--- config.mk ---
export PLATFORM = sky130hd
export DESIGN_NAME = ccc_regs
export DESIGN_NICKNAME = d
export VERILOG_FILES = /design/src/ccc_pkg.sv /design/src/ccc_cal_word.sv /design/src/ccc_cfg_decode.sv /design/src/ccc_regs.sv
export VERILOG_INCLUDE_DIRS = /design/src
export SDC_FILE = /design/constraint.sdc
export NUM_CORES = 1
export LEC_CHECK = 0
export ABC_CLOCK_PERIOD_IN_PS = 2700
export BUFFER_PORTS_ARGS = -buffer_cell sky130_fd_sc_hd__buf_2
export CAP_MARGIN = 10
export CORE_AREA = 2 2 90 156
export DETAILED_ROUTE_END_ITERATION = 6
export DIE_AREA = 0 0 92 158
export GPL_TIMING_DRIVEN = 0
export PLACE_DENSITY = 0.75
export SLEW_MARGIN = 30
export SYNTH_ARGS = -nofsm -noshare
export SYNTH_HDL_FRONTEND = slang
export SYNTH_HIERARCHICAL = 1
export SYNTH_SLANG_ARGS = --single-unit
--- constraint.sdc ---
create_clock -name clock -period 2.7 [get_ports clock]
set_clock_uncertainty 0.05 [all_clocks]
set_input_delay 0.135 -clock clock [delete_from_list [all_inputs] [get_ports clock]]
set_output_delay 0.135 -clock clock [all_outputs]
set_load 0.02 [all_outputs]
--- src/ccc_params.svh ---
// Purpose: constants of the channel calibration and configuration register bank
// Assumes: register port addressed by register index, 16-bit data
// Notes: offsets are register indices, not byte addresses
//
// What this block does
// - channel 0 offset bits 7:0 sit in offset low bits 15:8; high word gives 23:8.
// - channel 1 offset high word holds bits 23:8; whole offset is signed.
// - calibration low registers read zero in bits 7:0 whatever was written.
// - channel 0 gain bits 23:8 in gain high, bits 7:0 in gain low 15:8.
// - gain is an unsigned 24-bit fraction from zero to just below two.
// - gain high resets to 8000h, gain low resets to 0000h.
// - offset registers reset to 0000h; the other offset halves come from input ports, so correction starts from those inputs.
// - channel 1 config bits 15:6 hold signed phase delay, reset zero.
// - config bit 2 set bypasses the DC block for channel 1 only.
// - config bits 1:0 select external pair, shorted, positive or negative test.
// - config bits 5:3 are reserved and always read 000b.
// - global 4-bit DC-block setting governs channel when its bypass bit is clear.
`ifndef CCC_PARAMS_SVH
`define CCC_PARAMS_SVH

// ----------------------------------------------------------------------------
// register indices
// ----------------------------------------------------------------------------
`define CCC_ADDR_CHAN0_OFFSET_LOW 8'h0B
`define CCC_ADDR_CHAN0_GAIN_HIGH 8'h0C
`define CCC_ADDR_CHAN0_GAIN_LOW 8'h0D
`define CCC_ADDR_CHAN1_CONFIG 8'h0E
`define CCC_ADDR_CHAN1_OFFSET_HIGH 8'h0F

// ----------------------------------------------------------------------------
// field positions
// ----------------------------------------------------------------------------
`define CCC_CAL_LOW_MSB 15
`define CCC_CAL_LOW_LSB 8
`define CCC_PHASE_MSB 15
`define CCC_PHASE_LSB 6
`define CCC_BYPASS_BIT 2
`define CCC_INSEL_MSB 1
`define CCC_INSEL_LSB 0

// ----------------------------------------------------------------------------
// reset values
// ----------------------------------------------------------------------------
`define CCC_RST_OFFSET_LOW 8'h00
`define CCC_RST_GAIN_HIGH 16'h8000
`define CCC_RST_GAIN_LOW 8'h00
`define CCC_RST_PHASE 10'h000
`define CCC_RST_BYPASS 1'h0
`define CCC_RST_INSEL 2'h0
`define CCC_RST_OFFSET_HIGH 16'h0000

`endif

--- src/ccc_pkg.sv ---
// Purpose: types shared by the register bank and its helpers
// Assumes: nothing beyond the constants header
// Notes: reserved bits are not stored at all, so they cannot leak on read
package ccc_pkg;

    // ------------------------------------------------------------------------
    // channel input selection
    // ------------------------------------------------------------------------
    typedef enum logic [1:0] {
        CCC_IN_EXTERNAL = 2'b00,
        CCC_IN_SHORTED = 2'b01,
        CCC_IN_TEST_POS = 2'b10,
        CCC_IN_TEST_NEG = 2'b11
    } ccc_input_e;

    // ------------------------------------------------------------------------
    // register bank state
    // ------------------------------------------------------------------------
    typedef struct packed {
        logic [7:0] chan0_offset_low_bits;
        logic [15:0] chan0_gain_high_bits;
        logic [7:0] chan0_gain_low_bits;
        logic [9:0] chan1_phase_delay;
        logic chan1_dc_block_bypass;
        logic [1:0] chan1_input_select;
        logic [15:0] chan1_offset_high_bits;
        logic [15:0] rdata;
        logic unmapped;
        logic changed;
    } ccc_state_s;

    typedef logic [15:0] ccc_word_t;

endpackage

--- src/ccc_cal_word.sv ---
// Purpose: joins a high word and a low byte into one 24-bit calibration value
// Assumes: both parts are stable register contents
// Notes: output is registered, one cycle behind the register bank
`timescale 1ns/1ps
`include "ccc_params.svh"
module ccc_cal_word
    import ccc_pkg::*;
#(
    parameter bit SIGNED_WORD = 1'b1
) (
    input wire logic clock,
    input wire logic nrst,
    input wire logic [15:0] high_bits,
    input wire logic [7:0] low_bits,
    output logic [23:0] word,
    output logic negative
);

    typedef struct packed {
        logic [23:0] word;
        logic negative;
    } ccc_cal_s;

    ccc_cal_s state_reg;
    ccc_cal_s state_next;

    always_comb begin
        state_next.word = {high_bits, low_bits};
        // offsets are two's complement, gains are unsigned fractions
        state_next.negative = SIGNED_WORD ? high_bits[15] : 1'b0;
    end

    always_ff @(posedge clock or negedge nrst) begin
        if (!nrst) begin
            state_reg <= '0;
        end else begin
            state_reg <= state_next;
        end
    end

    assign word = state_reg.word;
    assign negative = state_reg.negative;

endmodule

--- src/ccc_cfg_decode.sv ---
// Purpose: turns channel 1 configuration fields into steering signals
// Assumes: global DC-block setting comes from outside this bank
// Notes: outputs registered; one-hot input routing, exactly one bit high
`timescale 1ns/1ps
`include "ccc_params.svh"
module ccc_cfg_decode
    import ccc_pkg::*;
(
    input wire logic clock,
    input wire logic nrst,
    input wire logic bypass,
    input wire logic [1:0] input_select,
    input wire logic [3:0] global_dc_block_setting,
    output logic [3:0] dc_block_setting,
    output logic dc_block_active,
    output logic [3:0] input_route
);

    typedef struct packed {
        logic [3:0] dc_block_setting;
        logic dc_block_active;
        logic [3:0] input_route;
    } ccc_dec_s;

    ccc_dec_s state_reg;
    ccc_dec_s state_next;

    always_comb begin
        state_next = '0;
        if (bypass) begin
            state_next.dc_block_setting = 4'h0;
            state_next.dc_block_active = 1'b0;
        end else begin
            state_next.dc_block_setting = global_dc_block_setting;
            // a zero global setting means the filter is off
            state_next.dc_block_active = |global_dc_block_setting;
        end
        case (ccc_input_e'(input_select))
            CCC_IN_EXTERNAL: state_next.input_route = 4'h1;
            CCC_IN_SHORTED: state_next.input_route = 4'h2;
            CCC_IN_TEST_POS: state_next.input_route = 4'h4;
            CCC_IN_TEST_NEG: state_next.input_route = 4'h8;
            default: state_next.input_route = 4'h1;
        endcase
    end

    always_ff @(posedge clock or negedge nrst) begin
        if (!nrst) begin
            state_reg <= '{dc_block_setting: 4'h0, dc_block_active: 1'b0,
                           input_route: 4'h1};
        end else begin
            state_reg <= state_next;
        end
    end

    assign dc_block_setting = state_reg.dc_block_setting;
    assign dc_block_active = state_reg.dc_block_active;
    assign input_route = state_reg.input_route;

endmodule

--- src/ccc_regs.sv ---
// Purpose: channel 0 calibration and channel 1 configuration register bank
// Assumes: one-cycle read/write strobes, never both at once, addr is register index
// Notes: read data stand in the cycle after the read strobe only; unmapped reads 0
`timescale 1ns/1ps
`include "ccc_params.svh"
module ccc_regs
    import ccc_pkg::*;
(
    input wire logic clock,
    input wire logic nrst,
    input wire logic [7:0] addr,
    input wire logic [15:0] wdata,
    input wire logic wr_strobe,
    input wire logic rd_strobe,
    output logic [15:0] rdata,
    output logic unmapped_access,
    input wire logic [15:0] chan0_offset_high_bits,
    input wire logic [7:0] chan1_offset_low_bits,
    input wire logic [3:0] global_dc_block_setting,
    output logic [23:0] chan0_offset,
    output logic chan0_offset_negative,
    output logic [23:0] chan0_gain,
    output logic [23:0] chan1_offset,
    output logic chan1_offset_negative,
    output logic [9:0] chan1_phase_delay,
    output logic chan1_dc_block_bypass,
    output logic [1:0] chan1_input_select,
    output logic [3:0] chan1_dc_block_setting,
    output logic chan1_dc_block_active,
    output logic [3:0] chan1_input_route,
    output logic config_changed
);

    // ------------------------------------------------------------------------
    // reset state
    // ------------------------------------------------------------------------
    localparam ccc_state_s RESET_STATE = '{
        chan0_offset_low_bits: `CCC_RST_OFFSET_LOW,
        chan0_gain_high_bits: `CCC_RST_GAIN_HIGH,
        chan0_gain_low_bits: `CCC_RST_GAIN_LOW,
        chan1_phase_delay: `CCC_RST_PHASE,
        chan1_dc_block_bypass: `CCC_RST_BYPASS,
        chan1_input_select: `CCC_RST_INSEL,
        chan1_offset_high_bits: `CCC_RST_OFFSET_HIGH,
        rdata: 16'h0000,
        unmapped: 1'b0,
        changed: 1'b0
    };

    ccc_state_s state_reg;
    ccc_state_s state_next;

    // ------------------------------------------------------------------------
    // decode helpers
    // ------------------------------------------------------------------------
    function automatic logic is_mapped(input logic [7:0] a);
        begin
            case (a)
                `CCC_ADDR_CHAN0_OFFSET_LOW,
                `CCC_ADDR_CHAN0_GAIN_HIGH,
                `CCC_ADDR_CHAN0_GAIN_LOW,
                `CCC_ADDR_CHAN1_CONFIG,
                `CCC_ADDR_CHAN1_OFFSET_HIGH: is_mapped = 1'b1;
                default: is_mapped = 1'b0;
            endcase
        end
    endfunction

    // low calibration words keep only their top byte; bits 7:0 are never stored
    function automatic ccc_word_t cal_low_view(input logic [7:0] b);
        begin
            cal_low_view = {b, 8'h00};
        end
    endfunction

    function automatic ccc_word_t config_view(input ccc_state_s s);
        begin
            config_view = {s.chan1_phase_delay, 3'h0, s.chan1_dc_block_bypass,
                           s.chan1_input_select};
        end
    endfunction

    function automatic ccc_word_t read_word(input ccc_state_s s, input logic [7:0] a);
        begin
            case (a)
                `CCC_ADDR_CHAN0_OFFSET_LOW: read_word = cal_low_view(s.chan0_offset_low_bits);
                `CCC_ADDR_CHAN0_GAIN_HIGH: read_word = s.chan0_gain_high_bits;
                `CCC_ADDR_CHAN0_GAIN_LOW: read_word = cal_low_view(s.chan0_gain_low_bits);
                `CCC_ADDR_CHAN1_CONFIG: read_word = config_view(s);
                `CCC_ADDR_CHAN1_OFFSET_HIGH: read_word = s.chan1_offset_high_bits;
                default: read_word = 16'h0000;
            endcase
        end
    endfunction

    // ------------------------------------------------------------------------
    // next state
    // ------------------------------------------------------------------------
    always_comb begin
        state_next = state_reg;
        state_next.changed = 1'b0;
        // read data last one cycle; idle cycles show zero
        state_next.rdata = 16'h0000;
        if (wr_strobe) begin
            case (addr)
                `CCC_ADDR_CHAN0_OFFSET_LOW: begin
                    state_next.chan0_offset_low_bits =
                        wdata[`CCC_CAL_LOW_MSB:`CCC_CAL_LOW_LSB];
                end
                `CCC_ADDR_CHAN0_GAIN_HIGH: begin
                    state_next.chan0_gain_high_bits = wdata;
                end
                `CCC_ADDR_CHAN0_GAIN_LOW: begin
                    state_next.chan0_gain_low_bits =
                        wdata[`CCC_CAL_LOW_MSB:`CCC_CAL_LOW_LSB];
                end
                `CCC_ADDR_CHAN1_CONFIG: begin
                    state_next.chan1_phase_delay =
                        wdata[`CCC_PHASE_MSB:`CCC_PHASE_LSB];
                    state_next.chan1_dc_block_bypass = wdata[`CCC_BYPASS_BIT];
                    state_next.chan1_input_select =
                        wdata[`CCC_INSEL_MSB:`CCC_INSEL_LSB];
                end
                `CCC_ADDR_CHAN1_OFFSET_HIGH: begin
                    state_next.chan1_offset_high_bits = wdata;
                end
                default: begin
                    state_next.chan1_offset_high_bits = state_reg.chan1_offset_high_bits;
                end
            endcase
            state_next.unmapped = !is_mapped(addr);
        end else if (rd_strobe) begin
            state_next.rdata = read_word(state_reg, addr);
            state_next.unmapped = !is_mapped(addr);
        end
        // downstream filters restart on a real change only, not on rewrites
        state_next.changed = (state_next.chan0_offset_low_bits
                              != state_reg.chan0_offset_low_bits)
                          || (state_next.chan0_gain_high_bits
                              != state_reg.chan0_gain_high_bits)
                          || (state_next.chan0_gain_low_bits
                              != state_reg.chan0_gain_low_bits)
                          || (config_view(state_next) != config_view(state_reg))
                          || (state_next.chan1_offset_high_bits
                              != state_reg.chan1_offset_high_bits);
    end

    always_ff @(posedge clock or negedge nrst) begin
        if (!nrst) begin
            state_reg <= RESET_STATE;
        end else begin
            state_reg <= state_next;
        end
    end

    // ------------------------------------------------------------------------
    // combined calibration words
    // ------------------------------------------------------------------------
    ccc_cal_word #(
        .SIGNED_WORD(1'b1)
    ) u_chan0_offset (
        .clock(clock),
        .nrst(nrst),
        .high_bits(chan0_offset_high_bits),
        .low_bits(state_reg.chan0_offset_low_bits),
        .word(chan0_offset),
        .negative(chan0_offset_negative)
    );

    ccc_cal_word #(
        .SIGNED_WORD(1'b0)
    ) u_chan0_gain (
        .clock(clock),
        .nrst(nrst),
        .high_bits(state_reg.chan0_gain_high_bits),
        .low_bits(state_reg.chan0_gain_low_bits),
        .word(chan0_gain),
        .negative()
    );

    ccc_cal_word #(
        .SIGNED_WORD(1'b1)
    ) u_chan1_offset (
        .clock(clock),
        .nrst(nrst),
        .high_bits(state_reg.chan1_offset_high_bits),
        .low_bits(chan1_offset_low_bits),
        .word(chan1_offset),
        .negative(chan1_offset_negative)
    );

    // ------------------------------------------------------------------------
    // channel 1 steering
    // ------------------------------------------------------------------------
    ccc_cfg_decode u_chan1_decode (
        .clock(clock),
        .nrst(nrst),
        .bypass(state_reg.chan1_dc_block_bypass),
        .input_select(state_reg.chan1_input_select),
        .global_dc_block_setting(global_dc_block_setting),
        .dc_block_setting(chan1_dc_block_setting),
        .dc_block_active(chan1_dc_block_active),
        .input_route(chan1_input_route)
    );

    // ------------------------------------------------------------------------
    // outputs
    // ------------------------------------------------------------------------
    assign rdata = state_reg.rdata;
    assign unmapped_access = state_reg.unmapped;
    assign chan1_phase_delay = state_reg.chan1_phase_delay;
    assign chan1_dc_block_bypass = state_reg.chan1_dc_block_bypass;
    assign chan1_input_select = state_reg.chan1_input_select;
    assign config_changed = state_reg.changed;

endmodule

==> results.txt <==
----------------------------------------------------
[Floorplan]
  Effective utilization at floorplan ... 48.7%
  Boundary Pins ... 170
  X dimension of the die ... 92 um
  Chip Height ... 158 um
  FP Rows ... 56
  DIE AREA ... 14500 um2
  Area of the placeable core ... 13300 um2

[Clocking]
  TritonCTS clock tree ... done
  TritonCTS Buffers ... 17
  Clk Latency, worst-skew pair ... 0.44 ns
  Max Buffers Root-to-Sink ... 2
  Depth of the CTS H-tree ... 4
  Number of buffers inserted to repair setup after CTS ... 0
  Root buf cell ... sky130_fd_sc_hd__clkbuf_16
  Sink count of the clock tree ... 160
  Register clock-pin slew on the reported worst setup and hold paths ... 0.07 ns

[Timing]
  RSZ-0062 raised after global routing ... false
  Fmax ... 0.451 GHz
  Final hold viol count ... 0
  Headroom to the max-slew limit ... 41.8%
  Final setup violation count ... 0
  Worst slew pin tran ... 0.873 ns
  Sum of negative setup slack ... 0 ns
  Final min period ... 2.22 ns
  Final number of max-transition violations ... 0
  Hold_ws ... 0.00548 ns
  Part of the cycle the worst path needs ... 82.1%

[Setup path]
  Critical-path maximum fanout ... 6
  Required time at the worst-slack endpoint ... 2.92 ns
  Cell at the slowest stage of the critical path ... sky130_fd_sc_hd__dlygate4sd3_1
  Crit Path Class ... in2reg
  Startpoint type of the worst setup path ... input pin
  Slowest Stage Delay on Critical Path ... 0.55 ns
  Kind of end point of the critical path ... flop
  Arrival time at the worst endpoint ... 2.43 ns
  Cell-by-cell trace of the critical path ... dlygate4sd3_1 -> buf_2 -> nor2b_1 -> a2111o_1 -> o31ai_1 -> nand4_1 -> o31ai_1 -> nand4_1

[Layout]
  Post-synthesis to final-layout area growth ... 31.2%
  Ant. Diodes ... 0
  Final net count ... 773
  Count of filler cells inserted in the layout ... 1028
  Share of layout cells above drive strength 1 ... 41.0%
  Max reg flops ... 48
  Final design utilization ... 63.9%

[Pwr]
  Pwr per Cell Area ... 666 nW/um2
  Leakage ... 4.29 nW
  Maximum vdd ir drop ... 501 uV
  Power consumption ... 5.67 mW

[GRT]
  Total overflow reported by the global router ... 0
  Number of global-route vias before repair ... 5149
  Tot GR Track Use ... 28.5%
  Maximum number of pins on one net before global-route repair ... 82
  Global-route wire length before repair ... 30.1 mm
  Initial antenna violation count ... 0

[Routing]
  Detailed-route vias per instance ... 5.43
  Via count of the routed design ... 4909
  Initial drt markers ... 354
  Total iterations of the first detailed-routing run ... 5
  Average routed wire per standard cell ... 22.7 um
  Routed Wire Length ... 20.5 mm
  Remaining number of nets flagged by the antenna check after routing ... 0
  DRC errors left ... 0

[Job]
  Number of max-cap violations ... 0

[Placed design]
  Count of input and output buffers ... 160
  Final GP Congestion ... 0.873
  HPWL after detailed placement ... 14.4 mm

[Logic synthesis]
  Avg Cell Area, Syn ... 13.0 um2
  Syn nets ... 556
  Area of the mapped netlist ... 6490 um2
  Post-Syn Instances ... 500
  Yosys warning total ... 6

[Status]
  Outcome ... finished, final reports clean

[Worst hold path]
  HP Class ... in2reg

----------------------------------------------------
through the flow:
| step | std cells | setup WS, ns | cell area (um2) |
|---|---|---|---|
| final | 904 | 0.482 | 8510 |
| after global routing | 904 | 0.394 | 8510 |
| after CTS | 904 | 0.512 | 8510 |
| after detailed placement | 835 | 0.151 | 7540 |
| after global placement | 834 | -0.654 | 7500 |
| after floorplan | 500 | 0.892 | 6490 |
power breakdown:
| part | internal (mW) | total [mW] | leakage, nW | switching, mW |
|---|---|---|---|---|
| Clock | 1.36 | 2.43 | 0.289 | 1.07 |
| Sequential | 2.51 | 2.61 | 2.04 | 0.101 |
| Combinational | 0.249 | 0.621 | 1.96 | 0.372 |
| Total | 4.12 | 5.67 | 4.29 | 1.55 |
critical path, delay by kind of cell:
family,cells,cell delay [ns]
compound gates,3,1.06
buf+inv,2,0.73
simple gates,3,0.51
what timing repair did:
action,in CTS,in global routing
resized for setup,0,0
hold buffers,37,0
endpoints found under the hold margin,123,0
routing by layer:
metal  vias to the layer above  wire length, um  track usage [%]
li1                       2174                -                -
met1                      2490             7060             29.9
met2                       198            11900             55.3
met3                        47              893             4.62
met4                         0              662             12.5
met5                         -                0                0
cells in the final DEF (no fill, tap or decap), types with 3 or more instances in the layout:
cell                              n
sky130_fd_sc_hd__and2_1           3
sky130_fd_sc_hd__buf_6            4
sky130_fd_sc_hd__buf_2          165
sky130_fd_sc_hd__dfrtp_1        158
sky130_fd_sc_hd__o22ai_1         10
sky130_fd_sc_hd__inv_6            5
sky130_fd_sc_hd__xor2_1           6
sky130_fd_sc_hd__nor4_1           3
sky130_fd_sc_hd__nor3_1           5
sky130_fd_sc_hd__a21oi_1         10
sky130_fd_sc_hd__nand2_1         27
sky130_fd_sc_hd__xnor2_1         11
sky130_fd_sc_hd__dlygate4sd3_1   37
sky130_fd_sc_hd__mux2_2          41
sky130_fd_sc_hd__buf_4           31
sky130_fd_sc_hd__clkbuf_16       17
sky130_fd_sc_hd__nor2_1          28
sky130_fd_sc_hd__o31ai_1          4
sky130_fd_sc_hd__clkbuf_1        10
sky130_fd_sc_hd__a22o_1           5
sky130_fd_sc_hd__mux4_2           8
sky130_fd_sc_hd__a22oi_1         16
sky130_fd_sc_hd__a222oi_1         3
sky130_fd_sc_hd__o2bb2ai_1        3
sky130_fd_sc_hd__a221oi_1         6
sky130_fd_sc_hd__o21ai_2          8
sky130_fd_sc_hd__inv_8            4
sky130_fd_sc_hd__inv_1           27
sky130_fd_sc_hd__o21ai_0         17
sky130_fd_sc_hd__nor2b_1          8
sky130_fd_sc_hd__mux2i_1          5
sky130_fd_sc_hd__nand4_1          5
worst paths after layout:
path	from	end	slack (ns)	depth (start not counted)
hold reg to reg	state_reg[54]	u_chan0_gain/word[7]	0.37	0
setup reg to reg	state_reg[68]	config_changed	0.48	6
hold / removal	wdata[8]	chan1_phase_delay[2]	0.005	3
setup / recovery	wdata[4]	config_changed	0.48	8
max in group asynchronous	nrst	state_reg[70]	1.57	3
min in group asynchronous	nrst	u_chan1_offset/word[20]	0.21	2
layout make-up:
type | count | area, um2 | share of cell area (%)
Sequential cell | 160 | 4010 | 47.1
Multi-Input combinational cell | 258 | 2010 | 23.6
Timing Repair Buffer | 198 | 1210 | 14.2
Clock buffer | 19 | 453 | 5.32
Buffer | 54 | 368 | 4.32
Tap cell | 174 | 218 | 2.56
Clock inverter | 13 | 143 | 1.68
Inverter | 28 | 105 | 1.24
Power figures use the tool's default switching activity.
